--- src/shared/emif_pkg.sv ---
// constants and types for the external memory strobe timing block
package emif_pkg;

   // ***********************
   // register map
   // ***********************
   localparam logic [7:0] timing_ctrl_addr = 8'h84;
   localparam logic [7:0] config_addr = 8'h85;
   localparam logic [7:0] bank_page_addr = 8'h86;
   localparam logic [7:0] timing_ctrl_reset = 8'hff;
   localparam logic [7:0] config_reset = 8'h00;
   localparam logic [7:0] bank_page_reset = 8'h00;

   // ***********************
   // field layout
   // ***********************
   localparam int setup_hi = 7;
   localparam int setup_lo = 6;
   localparam int width_hi = 5;
   localparam int width_lo = 2;
   localparam int hold_hi = 1;
   localparam int hold_lo = 0;
   localparam int style_bit = 4;
   localparam int mode_hi = 4;
   localparam int mode_lo = 2;
   localparam int latch_hi = 1;
   localparam int latch_lo = 0;

   // ***********************
   // interface modes (config bits 4..2)
   // ***********************
   localparam logic [2:0] mode_mux_a = 3'h1;
   localparam logic [2:0] mode_mux_bank = 3'h2;
   localparam logic [2:0] mode_mux_b = 3'h3;
   localparam logic [2:0] mode_nmux_a = 3'h5;
   localparam logic [2:0] mode_nmux_bank = 3'h6;
   localparam logic [2:0] mode_nmux_b = 3'h7;

   // fixed overhead cycles of an external move
   localparam logic [4:0] move_overhead = 5'h4;

   typedef enum logic [2:0] {
      st_idle = 3'b000,
      st_latch_hi = 3'b001,
      st_latch_lo = 3'b010,
      st_setup = 3'b011,
      st_strobe = 3'b100,
      st_hold = 3'b101,
      st_tail = 3'b110
   } seq_state_t;

endpackage : emif_pkg

--- src/logic/emif_cycle_counter.sv ---
// down counter that flags the last cycle of a programmed phase
`timescale 1ns/1ps
`default_nettype none

module emif_cycle_counter (
   // clock and reset
   input wire logic sys_clk,
   input wire logic srst,
   // control
   input wire logic load,
   input wire logic [4:0] load_value,
   // status
   output logic expired
);

   logic [4:0] count;

   always_ff @(posedge sys_clk) begin
      if (srst) begin
         count <= 5'h00;
      end else if (load) begin
         count <= load_value;
      end else if (count != 5'h00) begin
         count <= count - 5'h01;
      end
   end

   always_comb begin
      expired = (count == 5'h00) || (count == 5'h01);
   end

endmodule : emif_cycle_counter

`default_nettype wire

--- src/logic/ext_memory_strobe_timing.sv ---
// external memory interface sequencer with programmable strobe timing
//
// What this block does
// - the 8-bit timing control register resets to all ones so every setting starts longest.
// - setup field bits 7..6 set address setup cycles, code 10 giving two.
// - setup code 11 gives three cycles and codes step down to zero.
// - strobe width field bits 5..2 sets read and write width, code 0000 giving one cycle.
// - strobe width is field plus one, so 1111 gives sixteen cycles.
// - hold field bits 1..0 keeps the address driven zero to three cycles after the strobe.
// - modes 101, 110, 111 run 16-bit moves non-multiplexed with the full address driven.
// - modes 101 and 111 run 8-bit moves with the upper address byte undriven.
// - mode 110 runs 8-bit moves with the upper byte from the bank page register.
// - modes 001, 010, 011 run 16-bit moves multiplexed, low address shared with data.
// - an 8-bit move takes its low address byte from the indirect pointer value.
// - a non-multiplexed move lasts setup plus strobe plus hold plus four cycles; a multiplexed move adds both latch phases.
// - config bit 4 set gives separate pins, clear gives a shared bus with a latch strobe unless bits 3..2 are also zero.
// - the latch pulse field sets latch high and low widths from one to four cycles.
// - in multiplexed mode the low address shows while latch is high, data after it falls.
`timescale 1ns/1ps
`default_nettype none

module ext_memory_strobe_timing
   import emif_pkg::*;
(
   // clock and reset
   input wire logic sys_clk,
   input wire logic srst,
   // register port
   input wire logic [7:0] reg_addr,
   input wire logic [7:0] reg_wdata,
   input wire logic reg_write,
   input wire logic reg_read,
   output logic [7:0] reg_rdata,
   // core move request
   input wire logic move_start,
   input wire logic move_write,
   input wire logic move_wide,
   input wire logic [15:0] data_pointer_reg,
   input wire logic [7:0] indirect_pointer,
   input wire logic [7:0] move_wdata,
   output logic move_busy,
   output logic move_done,
   output logic [7:0] move_rdata,
   // external address high byte
   output logic [7:0] addr_hi_out,
   output logic addr_hi_oe,
   // external address low byte, non-multiplexed
   output logic [7:0] addr_lo_out,
   output logic addr_lo_oe,
   // external data or shared bus
   input wire logic [7:0] data_in,
   output logic [7:0] data_out,
   output logic data_oe,
   // strobes, read and write active low, address latch active high
   output logic rd_n,
   output logic wr_n,
   output logic addr_latch
);

   // ***********************
   // registers
   // ***********************
   logic [7:0] emif_timing_control;
   logic [7:0] emif_config_reg;
   logic [7:0] bank_page_reg;
   logic [7:0] data_sync1;
   logic [7:0] data_sync2;
   logic [2:0] rd_end;

   function automatic logic [2:0] iface_mode(input logic [7:0] cfg);
      iface_mode = cfg[mode_hi:mode_lo];
   endfunction : iface_mode

   function automatic logic is_muxed(input logic [7:0] cfg);
      logic [2:0] m;
      m = iface_mode(cfg);
      is_muxed = (m == mode_mux_a) || (m == mode_mux_bank) || (m == mode_mux_b);
   endfunction : is_muxed

   always_ff @(posedge sys_clk) begin
      if (srst) begin
         emif_timing_control <= timing_ctrl_reset;
      end else if (reg_write && reg_addr == timing_ctrl_addr) begin
         emif_timing_control <= reg_wdata;
      end
   end

   always_ff @(posedge sys_clk) begin
      if (srst) begin
         emif_config_reg <= config_reset;
         bank_page_reg <= bank_page_reset;
      end else if (reg_write && reg_addr == config_addr) begin
         emif_config_reg <= reg_wdata;
      end else if (reg_write && reg_addr == bank_page_addr) begin
         bank_page_reg <= reg_wdata;
      end
   end

   always_ff @(posedge sys_clk) begin
      if (srst) begin
         reg_rdata <= 8'h00;
      end else if (reg_read) begin
         case (reg_addr)
            timing_ctrl_addr: reg_rdata <= emif_timing_control;
            config_addr: reg_rdata <= emif_config_reg;
            bank_page_addr: reg_rdata <= bank_page_reg;
            default: reg_rdata <= 8'h00;
         endcase
      end else begin
         reg_rdata <= 8'h00;
      end
   end

   // pin inputs pass two flops
   always_ff @(posedge sys_clk) begin
      if (srst) begin
         data_sync1 <= 8'h00;
         data_sync2 <= 8'h00;
      end else begin
         data_sync1 <= data_in;
         data_sync2 <= data_sync1;
      end
   end

   // ***********************
   // timing fields
   // ***********************
   // setup field
   logic [4:0] setup_cycles;
   logic [4:0] strobe_cycles;
   logic [4:0] hold_cycles;
   logic [4:0] latch_cycles;
   always_comb begin
      setup_cycles = {3'h0, emif_timing_control[setup_hi:setup_lo]};
      strobe_cycles = {1'h0, emif_timing_control[width_hi:width_lo]} + 5'h01;
      hold_cycles = {3'h0, emif_timing_control[hold_hi:hold_lo]};
      latch_cycles = {3'h0, emif_config_reg[latch_hi:latch_lo]} + 5'h01;
   end

   // ***********************
   // sequencer
   // ***********************
   seq_state_t state;
   seq_state_t next_state;
   logic load;
   logic expired;
   logic muxed;
   logic [4:0] load_value;
   logic req_write;
   logic req_wide;
   logic [15:0] req_addr;
   logic [7:0] req_wdata;

   emif_cycle_counter phase_counter (
      .sys_clk(sys_clk),
      .srst(srst),
      .load(load),
      .load_value(load_value),
      .expired(expired)
   );

   always_comb begin
      next_state = state;
      load_value = 5'h00;
      load = 1'b0;
      case (state)
         st_idle: begin
            if (move_start) begin
               load = 1'b1;
               if (is_muxed(emif_config_reg)) begin
                  next_state = st_latch_hi;
                  load_value = latch_cycles;
               end else begin
                  next_state = (setup_cycles == 5'h00) ? st_strobe : st_setup;
                  load_value = (setup_cycles == 5'h00) ? strobe_cycles : setup_cycles;
               end
            end
         end
         st_latch_hi: begin
            if (expired) begin
               next_state = st_latch_lo;
               load = 1'b1;
               load_value = latch_cycles;
            end
         end
         st_latch_lo: begin
            if (expired) begin
               next_state = (setup_cycles == 5'h00) ? st_strobe : st_setup;
               load = 1'b1;
               load_value = (setup_cycles == 5'h00) ? strobe_cycles : setup_cycles;
            end
         end
         st_setup: begin
            if (expired) begin
               next_state = st_strobe;
               load = 1'b1;
               load_value = strobe_cycles;
            end
         end
         st_strobe: begin
            if (expired) begin
               next_state = (hold_cycles == 5'h00) ? st_tail : st_hold;
               load = 1'b1;
               load_value = (hold_cycles == 5'h00) ? move_overhead - 5'h01 : hold_cycles;
            end
         end
         st_hold: begin
            if (expired) begin
               next_state = st_tail;
               load = 1'b1;
               load_value = move_overhead - 5'h01;
            end
         end
         st_tail: begin
            if (expired) begin
               next_state = st_idle;
            end
         end
         default: next_state = st_idle;
      endcase
   end

   // zero setup or hold codes skip their phase, so address and strobe move together
   always_ff @(posedge sys_clk) begin
      if (srst) begin
         state <= st_idle;
      end else begin
         state <= next_state;
      end
   end

   always_ff @(posedge sys_clk) begin
      if (srst) begin
         req_write <= 1'b0;
         req_wide <= 1'b0;
         req_addr <= 16'h0000;
         req_wdata <= 8'h00;
         muxed <= 1'b0;
      end else if (state == st_idle && move_start) begin
         req_write <= move_write;
         req_wide <= move_wide;
         req_wdata <= move_wdata;
         muxed <= is_muxed(emif_config_reg);
         req_addr <= move_wide ? data_pointer_reg : {bank_page_reg, indirect_pointer};
      end
   end

   // ***********************
   // pin drive
   // ***********************
   logic active;
   logic hi_drive;
   always_comb begin
      active = (state != st_idle) && (state != st_tail);
      // wide moves drive all 16 bits
      // no bank select leaves high byte free
      hi_drive = active && (req_wide || iface_mode(emif_config_reg) == mode_nmux_bank
                            || iface_mode(emif_config_reg) == mode_mux_bank);
   end

   always_ff @(posedge sys_clk) begin
      if (srst) begin
         addr_hi_out <= 8'h00;
         addr_hi_oe <= 1'b0;
         addr_lo_out <= 8'h00;
         addr_lo_oe <= 1'b0;
      end else begin
         addr_hi_out <= req_addr[15:8];
         addr_hi_oe <= hi_drive;
         addr_lo_out <= req_addr[7:0];
         addr_lo_oe <= active && !muxed;
      end
   end

   always_ff @(posedge sys_clk) begin
      if (srst) begin
         data_out <= 8'h00;
         data_oe <= 1'b0;
         addr_latch <= 1'b0;
      end else begin
         // address while latch high, data after
         addr_latch <= state == st_latch_hi;
         if (muxed && state == st_latch_hi) begin
            data_out <= req_addr[7:0];
            data_oe <= 1'b1;
         end else begin
            data_out <= req_wdata;
            data_oe <= req_write && (state == st_setup || state == st_strobe || state == st_hold);
         end
      end
   end

   always_ff @(posedge sys_clk) begin
      if (srst) begin
         rd_n <= 1'b1;
         wr_n <= 1'b1;
      end else begin
         rd_n <= !(state == st_strobe && !req_write);
         wr_n <= !(state == st_strobe && req_write);
      end
   end

   always_ff @(posedge sys_clk) begin
      if (srst) begin
         move_busy <= 1'b0;
         move_done <= 1'b0;
         move_rdata <= 8'h00;
         rd_end <= 3'h0;
      end else begin
         move_busy <= next_state != st_idle;
         move_done <= state == st_tail && expired;
         rd_end <= {rd_end[1:0], state == st_strobe && expired && !req_write};
         // take the bus sample of the last strobe edge once it leaves the synchroniser
         if (rd_end[2]) begin
            move_rdata <= data_sync2;
         end
      end
   end

endmodule : ext_memory_strobe_timing

`default_nettype wire

--- config.mk ---
export PLATFORM = sky130hd
export DESIGN_NAME = ext_memory_strobe_timing
export DESIGN_NICKNAME = d
export VERILOG_FILES = /design/src/shared/emif_pkg.sv /design/src/logic/emif_cycle_counter.sv /design/src/logic/ext_memory_strobe_timing.sv
export SDC_FILE = /design/constraint.sdc
export NUM_CORES = 1
export LEC_CHECK = 0
export BUFFER_PORTS_ARGS = -buffer_cell sky130_fd_sc_hd__clkbuf_2
export CORE_MARGIN = 2
export CORE_UTILIZATION = 35
export CTS_CLUSTER_SIZE = 8
export DETAILED_ROUTE_END_ITERATION = 6
export MAX_ROUTING_LAYER = met4
export SYNTH_ARGS = -nofsm -noshare
export SYNTH_HDL_FRONTEND = slang
export SYNTH_SLANG_ARGS = --single-unit
--- constraint.sdc ---
create_clock -name sys_clk -period 2 [get_ports sys_clk]
set_clock_uncertainty 0.05 [all_clocks]
set_input_delay 0.1 -clock sys_clk [delete_from_list [all_inputs] [get_ports sys_clk]]
set_output_delay 0.1 -clock sys_clk [all_outputs]
set_load 0.005 [all_outputs]
-- Yosys cells after proc, flatten, opt, wreduce, memory -nomap -nowiden
Index checks and enable logic that the tools add are counted.
- bits in registers: 126
- input port bits: 63
- output and inout port bits: 48
- logic and storage cells: 112
- $add $sub $neg: 3
- eq/ne operators: 15
- mux-type cells: 30
- bitwise operators: 2
- reductions and logical operators: 36
- operators with widths (kind ; number):
    two-way mux 5 bit ; 7
    two-way mux 3 bit ; 10
    one-hot mux 5 bit (6 select lines) ; 1
    equality test 8 bit, second input constant ; 3
    one-hot mux 8 bit (3 select lines) ; 1
    one-hot mux 3 bit (7 select lines) ; 1
    two-way mux 16 bit ; 1
    logical NOT 5 bit ; 3
    logical AND 1 bit ; 14
    equality test 3 x 2 -> 1 bit, second input constant ; 4
    equality test 3 bit, second input constant ; 4
    two-way mux 2 bit ; 4
    two-way mux 8 bit ; 1
    logical OR 1 bit ; 7
    equality test 3 x 1 -> 1 bit, second input constant ; 2
    nonzero test 3 bit ; 2
    adder 4 x 1 -> 5 bit, second input constant ; 1
    equality test 5 x 1 -> 1 bit, second input constant ; 1
    nonzero test 5 bit ; 1
    OR reduction 5 bit ; 1
    subtractor 5 x 1 -> 5 bit, second input constant ; 1
    logical NOT 1 bit ; 4
    adder 2 x 1 -> 3 bit, second input constant ; 1
    logical NOT 3 bit ; 1
    7 further kinds ; 10

-- Depth between registers and ports, before layout
- depth in word-level cells: 7
- depth in mapped cells: 7
- gate-level depth less buffers: 7

-- By module
From an unflattened synthesis, not the netlist that was laid out.
- cells, all modules: 532
- area, all modules: 4878.4 um^2
- by module, submodules not included (module ; instances ; cells each ; area an instance (um^2) ; seq. area each (um^2)):
    ext_memory_strobe_timing ; 1 ; 498 ; 4576.9 ; 2422.3
    emif_cycle_counter ; 1 ; 34 ; 301.5 ; 100.1

-- Worst setup path before layout
Ideal clock, no wire load.
- path type: reg2reg
- from: reg phase_counter.count[0]
- to: reg move_busy
- setup time: 129 ps
- arrival: 1578 ps
- setup slack: 243 ps
- cell stages (with the launch flop): 8
- buffers on the path: 0
- cells stage by stage: dfxtp_1 -> inv_1 -> ha_1 -> nor2_1 -> nor2_1 -> a22o_1 -> a2111oi_0 -> o21ai_0
- cells in the longest elaborated chain, start to end: 5
- elaborated cells on any way between the ends: 11
- classes of those cells: eq/ne: 1; mux: 7; reduce/logical: 3
- RTL lines (item ; line ; text):
    from (decl) ; emif_cycle_counter.sv:16 ; logic [4:0] count;
    from (signal assigned) ; emif_cycle_counter.sv:22 ; count <= load_value;
    from (signal assigned) ; emif_cycle_counter.sv:24 ; count <= count - 5'h01;
    equality test 5 x 1 -> 1 bit or logical NOT 5 bit (tied branches) ; emif_cycle_counter.sv:29 ; expired = (count == 5'h00) || (count == 5'h01);
    logical OR 1 bit * ; emif_cycle_counter.sv:29 ;
    two-way mux 3 bit, or another cell as far along ; ext_memory_strobe_timing.sv:215 ; if (expired) begin
    one-hot mux 3 bit (7 select lines) * ; ext_memory_strobe_timing.sv:166 ; case (state)
    nonzero test 3 bit * ; ext_memory_strobe_timing.sv:310 ; move_busy <= next_state != st_idle;
    to (signal assigned) ; ext_memory_strobe_timing.sv:310 ;
    to (decl) ; ext_memory_strobe_timing.sv:41 ; output logic move_busy,
Mark *: on every way between the ends. The rest lies on a longest branch, timed or not.
A chain may end at the register's enable or synchronous reset.

-- Worst setup path in the final report
- from: reg phase_counter.count[2]
- to: reg phase_counter.count[0]
- cells in the longest elaborated chain, start to end: 5
- elaborated cells on any way between the ends: 14
- classes of those cells: eq/ne: 1; mux: 9; reduce/logical: 4
- RTL lines (item ; line ; text):
    equality test 5 x 1 -> 1 bit or logical NOT 5 bit (tied branches) ; emif_cycle_counter.sv:29 ;
    logical OR 1 bit ; emif_cycle_counter.sv:29 ;
    two-way mux 2 bit, or another cell as far along ; ext_memory_strobe_timing.sv:208 ; if (expired) begin
    one-hot mux 5 bit (6 select lines) or one-hot mux 1 bit (2 select lines) (tied branches) ; ext_memory_strobe_timing.sv:166 ;
    two-way mux 5 bit or nonzero test 2 bit (tied branches) ; - ;
Parallel ways exist; a longest one is shown, timed or not.

==> flow_summary.json <==
{
  "outcome": "finished, final reports clean",
  "max_cap_violations": 0,
  "grt_use_total_pct": 17.7,
  "cp_data_required_time_ns": 2.23,
  "num_rows": 43,
  "slew_headroom_pct": 63.3,
  "die-area_mm2": 0.0150,
  "synthToLayoutAreaGrowth_pct": 36.0,
  "slew_viol_final": 0,
  "fill_cells": 1298,
  "min_path_type": "in -> reg",
  "setup_violations": 0,
  "seq_area_frac_synth_pct": 51.4,
  "clk_pin_slew_ns": 0.06,
  "nets": 748,
  "synthArstFlopShare_pct": 0,
  "utilization_pct": 48.4,
  "synthFlopType": "dfxtp_1",
  "finalPower_w": 0.00789,
  "clock-sinks": 126,
  "wire_per_inst_um": 14.3,
  "crit_path_max_fanout": 7,
  "drive_gt1_share_pct": 24.1,
  "post_cts_buffers": 0,
  "power.density_mw_per_mm2": 1180,
  "clock_path_buffers": 2,
  "cts_tree": "yes",
  "cts_root_buf": "clkbuf_16",
  "ant_nets": 0,
  "grt_overflow_total": 0,
  "cp-end-kind": "flop",
  "fin_crit_ns": 1.90,
  "setup_tns_ns": 0,
  "grt_max_degree": 103,
  "worst_ep_arrival_time_ns": 2.14,
  "dr.pass1.iters": 5,
  "avgSynthCellArea_um2": 9.32,
  "yosys_warnings": 0,
  "synth_top_area_share_pct": 51.4,
  "core_mm2": 0.0138,
  "antenna_found_initial": 0,
  "fmax_mhz": 525,
  "path_class": "reg -> reg",
  "cts_made_buffers": 17,
  "drt-initial-drc-count": 301,
  "diodes": 0,
  "clkLatencyLatePin_ns": 0.41,
  "largest_reg_flops": 16,
  "die_x_um": 122,
  "via_count": 4189,
  "ctsHtreeMaxLevel": 4,
  "regMostFlops": "req_addr",
  "routed_via_density": 4.82,
  "grt_pass1_wl_mm": 19.6,
  "leakage_nw": 2.92,
  "grt_pass1_vias": 4037,
  "synth_area_leader_cell": "dfxtp_1",
  "synthesis.nets": 594,
  "period_share_pct": 95.2,
  "synthDistinctLibCells": 51,
  "drc": 0,
  "startpoint_type": "flop",
  "final_cell_mix": "126 x dfxtp_1, 109 x clkbuf_2, 75 x nor2_1",
  "final_common_cell": "dfxtp_1",
  "post-dp-hpwl_mm": 8.77,
  "finalHoldViolations": 0,
  "io_pins": 111,
  "wl_mm": 12.4,
  "min_path_cells": 3,
  "worst_slew_pin_slew_ns": 0.551,
  "synth_edf_count": 0,
  "netlist_instances": 526,
  "portBuffers": 110,
  "vdd_drop_max_mv": 0.583,
  "initial_utilization_pct": 35.6,
  "rr_worst_depth": 5,
  "die_height_um": 122,
  "synth_seq_cells": 126,
  "syn_area_mm2": 0.00490,
  "synth_area_leaders": "dfxtp_1 51%, mux2i_1 11%, nor2_1 5.8%",
  "rsz0062_at_grt": "no",
  "place.gp.congestion": 0.884
}
## kinds of logic after synthesis
logic type | Yosys count | share of synthesized area [%]
AO/OA/AOI/OAI | 95 | 12.9
XOR/XNOR | 5 | 0.893
adder cells (fa/ha/maj) | 5 | 1.28
buffers and inverters | 43 | 3.52
flip-flops | 126 | 51.4
multiplexers | 54 | 11.0
AND/OR/NAND/NOR | 198 | 19.0
## per-stage QoR
step	instance area [um2]	cells	worst slack (ns)	hold WS, ns
global route	6670	869	0.00455	0.0159
finish	6670	869	0.0960	0.00176
global placement	5710	801	0.143	0.259
floorplan	4900	526	0.243	0.178
CTS	6660	869	0.0460	0.00380
detailed placement	5710	801	0.0614	0.266
## power breakdown
part	switching, W	leakage (nW)	internal [W]	total [W]
registers	0.000219	1.03	0.00283	0.00305
clock network	0.00103	0.262	0.00180	0.00283
logic	0.00109	1.63	0.000918	0.00201
total	0.00234	2.92	0.00555	0.00789
## final timing paths
path / start / end / slack (ns)
min reg2reg: req_write / wr_n / 0.37
min: data_pointer_reg[8] / req_addr[8] / 0.002
max reg2reg: phase_counter.count[2] / phase_counter.count[0] / 0.1
max: phase_counter.count[2] / phase_counter.count[0] / 0.1
## cell type report
type	instances	area (um2)	share of cell area, %
clock inverters	6	62.6	0.938
flip-flops and latches	126	2520	37.8
well taps	180	225	3.38
inverters	8	30.0	0.450
multi-input cells	357	2230	33.4
clock buffers	22	484	7.26
repair buffers	170	1120	16.7
## critical path, cell delays in order (launching register included)
cell and delay (ns):
dfxtp_1 0.35, or3_4 0.42, o41ai_4 0.56, a21oi_1 0.11, a21oi_1 0.21, a221oi_2 0.08
## layer usage
metal	vias up	GRT usage (%)	wire, um
met2	118	28.9	6210
met3	20	4.41	613
met1	1946	20.8	5350
met4	0	7.47	225
li1	2105	-	-
met5	-	-	0
## repair_timing
item,CTS,global route
setup endpoints to repair,0,10
hold buffers,40,0
gates resized for setup,0,4
hold endpoints to repair,52,0
## cell usage after synthesis, drive strengths merged, types with 2 or more instances
library cell	n
o31ai	2
o21a	3
a21o	2
nor3	7
nand3	3
nor2b	38
xnor2	2
o22ai	3
dfxtp	126
clkbuf	21
nor2	77
or3	2
o21ai	8
ha	5
a211oi	16
mux2i	54
a221oi	2
nand2	53
o32ai	2
o221ai	2
a21oi	41
a22oi	3
inv	8
o211ai	3
buf	14
xor2	3
and2	5
nand2b	4
Power figures use the tool's default switching activity.
